File: src/peb_pkg.sv
// Package of constants for the parallel nonvolatile memory host controller
package peb_pkg;

  // ----------------------------------------------------------------
  // Widths
  // ----------------------------------------------------------------
  localparam int ADDR_W      = 16;
  localparam int DATA_W      = 8;
  localparam int PAGE_OFS_W  = 7;   // Byte position within a 128-byte page
  localparam int PAGE_BYTES  = 128;

  // ----------------------------------------------------------------
  // Timing (core_clk at 10 MHz)
  // ----------------------------------------------------------------
  localparam int CLK_PERIOD_NS = 100;
  localparam int CLK_MHZ       = 10;
  // Longest internal write time, in ms
  localparam int INTERNAL_WRITE_TIME_MS = 10;
  localparam int WRITE_WAIT_CYC = INTERNAL_WRITE_TIME_MS * 1000 * CLK_MHZ;
  // Least strobe pulse width, in ns (write enable or chip select)
  localparam int STROBE_NS  = 100;
  localparam int STROBE_CYC = (STROBE_NS + CLK_PERIOD_NS - 1) / CLK_PERIOD_NS;
  // Longest read access time allowed for the slowest grade, in ns
  localparam int ACCESS_NS  = 250;
  localparam int ACCESS_CYC = (ACCESS_NS + CLK_PERIOD_NS - 1) / CLK_PERIOD_NS;
  // Output float time after deselect, in ns
  localparam int FLOAT_NS   = 50;
  localparam int FLOAT_CYC  = (FLOAT_NS + CLK_PERIOD_NS - 1) / CLK_PERIOD_NS;
  // Longest time between two byte loads of a page, in us
  localparam int BYTE_LOAD_MAX_US = 100;
  localparam int BYTE_LOAD_MAX_CYC = BYTE_LOAD_MAX_US * CLK_MHZ;

  localparam int CNT_W = 24;

  // ----------------------------------------------------------------
  // Host commands
  // ----------------------------------------------------------------
  localparam logic [1:0] CMD_READ  = 2'h0;
  localparam logic [1:0] CMD_WRITE = 2'h1;
  localparam logic [1:0] CMD_POLL  = 2'h2;

  // ----------------------------------------------------------------
  // Sequencer states
  // ----------------------------------------------------------------
  typedef enum logic [6:0] {
    PEB_IDLE   = 7'h01,
    PEB_RD     = 7'h02,
    PEB_WR     = 7'h04,
    PEB_RECOV  = 7'h08,
    PEB_FLOAT  = 7'h10,
    PEB_BUSY   = 7'h20,
    PEB_LOADGP = 7'h40
  } peb_state_t;

endpackage

File: src/peb_host.sv
// Host controller driving a byte-wide self-timed nonvolatile memory
// Operation
// - Strobe codes select read, write, standby
// - Wait full write time unless polling
// - Keep page address bits across byte loads; a load with other page bits still goes out and sets page_err
// - Each byte load is single write cycle
// - Output enable pulse between loads polls
// - Polling is an ordinary read cycle
// - Issue page loads without interruption; a plain read between loads still runs and sets page_err
module peb_host
  import peb_pkg::*;
#(
  parameter int WRITE_WAIT = WRITE_WAIT_CYC
) (
  // Clock, reset, enable
  input  wire logic                       core_clk,
  input  wire logic                       srst,
  input  wire logic                       clk_en,
  // User request
  input  wire logic                       req_valid,
  input  wire logic [1:0]                 req_cmd,
  input  wire logic [peb_pkg::ADDR_W-1:0] req_addr,
  input  wire logic [peb_pkg::DATA_W-1:0] req_wdata,
  input  wire logic                       req_last,
  output logic                            req_ready,
  // User answer
  output logic                            rsp_valid,
  output logic [peb_pkg::DATA_W-1:0]      rsp_rdata,
  output logic                            page_err,
  output logic                            write_busy,
  // Memory pins
  output logic [peb_pkg::ADDR_W-1:0]      mem_addr,
  output logic                            mem_cs_n,
  output logic                            mem_oe_n,
  output logic                            mem_we_n,
  input  wire logic [peb_pkg::DATA_W-1:0] mem_dq_i,
  output logic [peb_pkg::DATA_W-1:0]      mem_dq_o,
  output logic                            mem_dq_oe
);

  import peb_pkg::*;

  // ----------------------------------------------------------------
  // Pin input synchroniser
  // ----------------------------------------------------------------
  logic [DATA_W-1:0] dq_s1_q, dq_s2_q;

  always_ff @(posedge core_clk) begin
    if (srst) begin
      dq_s1_q <= '0;
      dq_s2_q <= '0;
    end else if (clk_en) begin
      dq_s1_q <= mem_dq_i;
      dq_s2_q <= dq_s1_q;
    end
  end

  // ----------------------------------------------------------------
  // Sequencer
  // ----------------------------------------------------------------
  peb_state_t        st_q, st_d;
  logic [ADDR_W-1:0] addr_q, addr_d;
  logic [DATA_W-1:0] wdat_q, wdat_d, rdat_q, rdat_d;
  logic              cs_q, cs_d, oe_q, oe_d, we_q, we_d, dqoe_q, dqoe_d;
  logic              rdy_q, rdy_d, rv_q, rv_d, perr_q, perr_d, busy_q, busy_d;
  logic              last_q, last_d, inpage_q, inpage_d;
  logic              csn_q, csn_d, oen_q, oen_d, wen_q, wen_d;
  logic [ADDR_W-PAGE_OFS_W-1:0] page_q, page_d;
  logic              tload;
  logic [CNT_W-1:0]  tval;
  logic              tdone;

  peb_timer u_timer (
    .core_clk (core_clk),
    .srst     (srst),
    .ce       (clk_en),
    .load     (tload),
    .load_val (tval),
    .done     (tdone)
  );

  // Next-state logic; strobes held active low as pin levels, stored as asserted
  always_comb begin
    st_d     = st_q;
    addr_d   = addr_q;
    wdat_d   = wdat_q;
    rdat_d   = rdat_q;
    cs_d     = cs_q;
    oe_d     = oe_q;
    we_d     = we_q;
    dqoe_d   = dqoe_q;
    rdy_d    = 1'b0;
    rv_d     = 1'b0;
    perr_d   = perr_q;
    busy_d   = busy_q;
    last_d   = last_q;
    inpage_d = inpage_q;
    page_d   = page_q;
    tload    = 1'b0;
    tval     = '0;
    case (st_q)
      PEB_IDLE, PEB_LOADGP: begin
        // Between page loads any request is taken; a plain read also sets page_err
        if (st_q == PEB_LOADGP && tdone) begin
          // Load window expired: the device starts its internal write
          st_d     = PEB_BUSY;
          inpage_d = 1'b0;
          busy_d   = 1'b1;
          tload    = 1'b1;
          tval     = CNT_W'(WRITE_WAIT);
        end else if (req_valid && rdy_q) begin
          addr_d = req_addr;
          wdat_d = req_wdata;
          last_d = req_last;
          tload  = 1'b1;
          if (req_cmd == CMD_WRITE) begin
            // Later loads must share the page of the first one
            if (inpage_q && req_addr[ADDR_W-1:PAGE_OFS_W] != page_q) begin
              perr_d = 1'b1;
            end
            page_d = req_addr[ADDR_W-1:PAGE_OFS_W];
            cs_d   = 1'b1;
            we_d   = 1'b1;
            dqoe_d = 1'b1;
            tval   = CNT_W'(STROBE_CYC);
            st_d   = PEB_WR;
          end else begin
            // Read and poll use the same read cycle
            cs_d = 1'b1;
            oe_d = 1'b1;
            tval = CNT_W'(ACCESS_CYC);
            st_d = PEB_RD;
          end
        end else begin
          rdy_d = 1'b1;
        end
      end
      PEB_RD: begin
        if (tdone) begin
          rdat_d = dq_s2_q;
          rv_d   = 1'b1;
          cs_d   = 1'b0;
          oe_d   = 1'b0;
          tload  = 1'b1;
          tval   = CNT_W'(FLOAT_CYC + 2);
          st_d   = PEB_FLOAT;
        end
      end
      PEB_FLOAT: begin
        // Bus left idle until the memory stops driving
        if (tdone) begin
          st_d  = inpage_q ? PEB_LOADGP : (busy_q ? PEB_BUSY : PEB_IDLE);
          rdy_d = !busy_q || inpage_q;
          if (inpage_q) begin
            tload = 1'b1;
            tval  = CNT_W'(BYTE_LOAD_MAX_CYC);
          end
        end
      end
      PEB_WR: begin
        if (tdone) begin
          we_d  = 1'b0;
          cs_d  = 1'b0;
          tload = 1'b1;
          tval  = CNT_W'(STROBE_CYC);
          st_d  = PEB_RECOV;
        end
      end
      PEB_RECOV: begin
        if (tdone) begin
          dqoe_d = 1'b0;
          tload  = 1'b1;
          if (last_q) begin
            inpage_d = 1'b0;
            busy_d   = 1'b1;
            tval     = CNT_W'(WRITE_WAIT);
            st_d     = PEB_BUSY;
          end else begin
            // Next load must arrive within the byte load window
            inpage_d = 1'b1;
            tval     = CNT_W'(BYTE_LOAD_MAX_CYC);
            rdy_d    = 1'b1;
            st_d     = PEB_LOADGP;
          end
        end
      end
      PEB_BUSY: begin
        // Only polls are taken in BUSY; the first poll clears write_busy and the host then returns to idle
        if (tdone) begin
          busy_d = 1'b0;
          rdy_d  = 1'b1;
          st_d   = PEB_IDLE;
        end else if (req_valid && req_cmd == CMD_POLL) begin
          cs_d   = 1'b1;
          oe_d   = 1'b1;
          busy_d = 1'b0;  // Early completion is judged by software from the data
          tload  = 1'b1;
          tval   = CNT_W'(ACCESS_CYC);
          st_d   = PEB_RD;
        end
      end
      default: begin
        st_d = PEB_IDLE;
      end
    endcase
    if (req_valid && rdy_q && req_cmd == CMD_READ && st_q == PEB_LOADGP) begin
      perr_d = 1'b1;  // Plain read would break a page load; flagged only
    end
    // Pin levels kept in their own flops so the strobes leave without a gate
    csn_d = !cs_d;
    oen_d = !oe_d;
    wen_d = !we_d;
  end

  always_ff @(posedge core_clk) begin
    if (srst) begin
      st_q     <= PEB_IDLE;
      addr_q   <= '0;
      wdat_q   <= '0;
      rdat_q   <= '0;
      cs_q     <= 1'b0;
      oe_q     <= 1'b0;
      we_q     <= 1'b0;
      dqoe_q   <= 1'b0;
      rdy_q    <= 1'b0;
      rv_q     <= 1'b0;
      perr_q   <= 1'b0;
      busy_q   <= 1'b0;
      last_q   <= 1'b0;
      inpage_q <= 1'b0;
      page_q   <= '0;
      csn_q    <= 1'b1;
      oen_q    <= 1'b1;
      wen_q    <= 1'b1;
    end else if (clk_en) begin
      st_q     <= st_d;
      addr_q   <= addr_d;
      wdat_q   <= wdat_d;
      rdat_q   <= rdat_d;
      cs_q     <= cs_d;
      oe_q     <= oe_d;
      we_q     <= we_d;
      dqoe_q   <= dqoe_d;
      rdy_q    <= rdy_d;
      rv_q     <= rv_d;
      perr_q   <= perr_d;
      busy_q   <= busy_d;
      last_q   <= last_d;
      inpage_q <= inpage_d;
      page_q   <= page_d;
      csn_q    <= csn_d;
      oen_q    <= oen_d;
      wen_q    <= wen_d;
    end
  end

  // ----------------------------------------------------------------
  // Outputs straight from flip-flops
  // ----------------------------------------------------------------
  assign req_ready  = rdy_q;
  assign rsp_valid  = rv_q;
  assign rsp_rdata  = rdat_q;
  assign page_err   = perr_q;
  assign write_busy = busy_q;
  assign mem_addr   = addr_q;
  assign mem_cs_n   = csn_q;
  assign mem_oe_n   = oen_q;
  assign mem_we_n   = wen_q;
  assign mem_dq_o   = wdat_q;
  assign mem_dq_oe  = dqoe_q;

endmodule

File: src/peb_timer.sv
// Down counter used for strobe, access and internal write waits
module peb_timer
  import peb_pkg::*;
(
  // Clock and control
  input  wire logic                      core_clk,
  input  wire logic                      srst,
  input  wire logic                      ce,
  // Load and status
  input  wire logic                      load,
  input  wire logic [peb_pkg::CNT_W-1:0] load_val,
  output logic                           done
);

  logic [CNT_W-1:0] cnt_q;
  logic [CNT_W-1:0] cnt_d;

  // Next count: load wins, else step toward zero
  always_comb begin
    cnt_d = cnt_q;
    if (load) begin
      cnt_d = load_val;
    end else if (cnt_q != '0) begin
      cnt_d = cnt_q - CNT_W'(1);
    end
  end

  always_ff @(posedge core_clk) begin
    if (srst) begin
      cnt_q <= '0;
    end else if (ce) begin
      cnt_q <= cnt_d;
    end
  end

  assign done = (cnt_q == '0);

endmodule

File: config.mk
export PLATFORM = sky130hd
export DESIGN_NAME = peb_host
export DESIGN_NICKNAME = d
export VERILOG_FILES = /design/src/peb_pkg.sv /design/src/peb_host.sv /design/src/peb_timer.sv
export SDC_FILE = /design/constraint.sdc
export NUM_CORES = 1
export LEC_CHECK = 0
export BUFFER_PORTS_ARGS = -buffer_cell sky130_fd_sc_hd__buf_2
export CORE_MARGIN = 2
export CORE_UTILIZATION = 40
export DETAILED_ROUTE_END_ITERATION = 16
export PLACE_DENSITY = 0.6
export SYNTH_ARGS = -nofsm -noshare
export SYNTH_HDL_FRONTEND = slang
export SYNTH_SLANG_ARGS = --single-unit
File: constraint.sdc
create_clock -name core_clk -period 3.1 [get_ports core_clk]
set_clock_uncertainty 0.15 [all_clocks]
set_input_delay 0.62 -clock core_clk [delete_from_list [all_inputs] [get_ports core_clk]]
set_output_delay 0.62 -clock core_clk [all_outputs]
set_load 0.005 [all_outputs]
==> results by group <==
Run status
  – Status: finished clean

Job
  – Max cap viols: 0

Routing
  – Max layer used: met4
  – DR iter-0 viols: about 450
  – Routed Antenna Nets: 0
  – Wire length on met3: slightly below 1000 um
  – DRT Wirelength: approximately 14000 um
  – Pre-antenna DRT Iters: 5
  – DRT met1 WL: about 6000 um
  – Drt via density: roughly 5.8
  – Drt drc: 0
  – Wire per inst: 16.5 um
  – Via count: about 4700
  – Met2 WL post-DR: about 6200 um

Placement
  – Hpwl dp: 9780 um
  – Number of buffers added on ports: slightly below 80
  – GPL Wtd Cong: 0.899
  – Dpl cell area: around 5500 um2
  – Post-place setup slack: a little under 0.2 ns

Clocking
  – Worst-case clock buffer depth: 2
  – H-Tree Depth: 3
  – CTS buffer count: 9
  – CTS tree: done
  – Worst-Skew Late Latency: ~0.36 ns
  – Root buffer cell: clkbuf_16
  – CTS clock-pin slew for the worst setup and hold paths: 0.07 ns
  – Clock sinks: roughly 100
  – Setup bufs post-CTS: 0

Global routing
  – Grt total ovfl: 0
  – Global Route Usage Sum: between 20% and 30%
  – Initial antenna violation count: 0
  – Vias in the first global route: 4457
  – Largest net degree at the start of global routing: 60
  – First-pass GRT wire length: 22100 um

Pwr
  – Cell area power density: between 900 and 1000 nW/um2
  – Leakage: 2.34 nW
  – Pwr Total: 5.49 mW
  – Maximum vdd drop: between 0.0004 and 0.0005 V

Timing
  – Pins Over Slew Limit: 0
  – Final-report hold violation count: 0
  – Final worst setup slack: 0.301 ns
  – Setup TNS: 0 ns
  – Slew margin rel.: around 34%
  – Slew @ Worst Pin: roughly 0.97 ns
  – Fmax: roughly 0.36 GHz
  – Worst hold margin: a little over 0.3 ns
  – RSZ-0062 raised after global routing: false
  – Tcrit/Tclk final: 90.3%
  – Final min period: about 2.8 ns
  – Final setup fails: 0

Worst setup path
  – Critical-path cell list: or4_4 > nor4_4 > nand2_1 > a211oi_2 > buf_4 > mux2i_1 > nor2_1
  – CP Data Required Time: between 3 and 4 ns
  – CP max stage cell: or4_4
  – Worst R2R Start: st_q[1]$_SDFFE_PP0P_
  – Crit start category: flop
  – CP Class: flop to flop
  – FF-to-FF path depth: 7
  – Capturing point of the worst reg2reg path: page_q[2]$_SDFFE_PP0P_
  – Arrival @ worst endpoint: approximately 2.9 ns
  – CP endpoint kind: flop
  – Largest stage delay, worst path: 0.63 ns
  – Crit path capture: page_q[2]$_SDFFE_PP0P_
  – Top fanout value on the critical path: 10
  – R2r setup slk: between 0.3 and 0.4 ns
  – CP Launch Point: st_q[1]$_SDFFE_PP0P_

Floorplanning
  – DIE WIDTH: ~120 um
  – Core area: between 10000 and 15000 um2
  – # rows: 40
  – Die area: approximately 13000 um2
  – Ports: 79
  – Starting Density: a little over 40%
  – Die height: 115 um

Synth
  – Async SR Flop Fraction: 0%
  – Synth warn: 0
  – Syn_nets: 640
  – Netlist cell types: between 60 and 70
  – Post-synth EDFFs: 0
  – Syn avg cell area: 8.22 um2
  – Most used flip-flop cell after synthesis: dfxtp_1
  – Post-synthesis sequential area ratio: roughly two fifths
  – Synth Cell Area: approximately 4900 um2
  – Synth Instances: 600
  – Flops & latches, synth: slightly above 100

Final layout
  – Post-route cell area: approximately 5800 um2
  – Area Growth Syn to Fin: 17.6%
  – Fraction of layout cells with a size suffix above 1: 20.8%
  – Final net count: 713
  – Antenna fix cells: 0

Hold path
  – Hold Path Class: flop to flop
  – Hold depth: 1
==> cell families after synthesis <==
logic type,count (synthesis),share of synthesized area [%]
simple gates,244,24.4
compound gates,166,22.2
flops,101,41.0
buf+inv,50,4.72
mux,26,5.28
xor+xnor,12,2.13
fa+ha+maj,1,0.254
==> area by class of cell <==
type	instances	area, um2
clock buffer	9	225
tap	147	184
clock inverter	7	55.1
sequential	101	2020
fill	1229	6210
timing repair buffer	103	593
inverter	9	33.8
multi-input combinational	449	2690
==> sequential cells by signal, summed over array words and instances, names as in the netlist, 7 cells and up <==
register and cells:
dq_s1_q 8, dq_s2_q 8, mem_addr 16, mem_dq_o 8, page_q 9, rsp_rdata 8, st_q 7, u_timer.cnt_q 24
==> per-stage QoR <==
step	utilization (%)	instances
floorplan	-	600
global placement	45.9	809
detailed placement	45.9	809
CTS	48.2	825
global route	48.3	825
finish	48.3	825
==> cells in the mapped netlist (3+ instances only) <==
library cell  instances  area share [%]
dfxtp_1             101              41
nand2_1              80             6.1
a21oi_1              57             5.8
nor2_1               56             4.3
o21ai_0              29             2.9
mux2i_1              26             5.3
nor3_1               22             2.2
nand3_1              21             2.1
clkbuf_1             19             1.4
nand4_1              11             1.4
nor4_1               11             1.4
a211oi_1             10             1.5
buf_2                 9            0.91
buf_1                 8            0.61
xnor2_1               8             1.4
inv_1                 7            0.53
or4_1                 7             1.1
a21o_1                6            0.91
a311oi_1              6             1.1
and3_1                6            0.76
nand2b_1              6            0.76
o22ai_1               6            0.76
a31oi_1               5            0.63
a32o_1                5             1.0
a22oi_1               4            0.61
buf_6                 4            0.91
o211ai_1              4            0.61
or3_1                 4            0.51
xor2_1                4            0.71
a211o_1               3            0.53
a31o_2                3            0.53
nor3_2                3            0.61
o31ai_1               3            0.46
==> worst max-delay path: cells and delay by family, from the launching register on <==
family                 cells  cell delay (ns)
and+or+nand+nor            4             1.44
DFF                        1             0.38
AOI/OAI and AO/OA          1             0.24
buffers and inverters      1             0.24
muxes                      1             0.21
==> layout by cell type (no fill, tap or decap), types with 3 or more instances in the layout <==
cell type and instances:
xor2_1 4, buf_2 77, a211oi_2 3, and3_1 6
a21o_1 6, o211ai_1 4, mux2i_1 26, xnor2_1 8
a21oi_1 57, o31ai_1 3, o22ai_1 6, or3_1 4
inv_1 7, clkbuf_16 9, a31oi_1 5, o21ai_0 29
a211o_1 3, a32o_1 5, nand3_1 21, nand2b_1 6
a22oi_1 4, or4_1 7, nand2_1 80, a31o_2 3
nand4_1 11, dfxtp_1 101, a211oi_1 9, nor2_1 56
buf_4 25, nor4_1 10, nor3_2 3, nor3_1 22
a311oi_1 6
==> per-layer routing <==
metal | up-vias | global-route usage [%]
met5 | - | 0
met4 | 0 | 8.92
met3 | 36 | 6.43
met2 | 185 | 32.6
met1 | 2180 | 27.5
li1 | 2346 | -
==> power by group <==
| group | switching, mW | internal (mW) |
|---|---|---|
| Clock | 0.537 | 0.555 |
| Combinational | 1.66 | 1.03 |
| Sequential | 0.216 | 1.49 |
| Total | 2.41 | 3.08 |
==> what timing repair did <==
item                                    in CTS  in global routing
resized for setup                            0                  1
endpoints found under the setup margin       0                  2
hold buffers                                 0                  0
endpoints found under the hold margin        0                  0
==> worst min path at each step <==
stage / from / slack (ns) / end
5_1_grt: we_q$_SDFFE_PP0P_ / 0.33 / we_q$_SDFFE_PP0P_
3_3_place_gp: we_q$_SDFFE_PP0P_ / 0.28 / we_q$_SDFFE_PP0P_
2_1_floorplan: cs_q$_SDFFE_PP0P_ / 0.27 / cs_q$_SDFFE_PP0P_
4_1_cts: mem_cs_n$_SDFFE_PP1P_ / 0.30 / mem_cs_n$_SDFFE_PP1P_
6_report: cs_q$_SDFFE_PP0P_ / 0.30 / cs_q$_SDFFE_PP0P_
3_5_place_dp: cs_q$_SDFFE_PP0P_ / 0.29 / cs_q$_SDFFE_PP0P_
No activity file was read; power rests on OpenSTA's default activity.
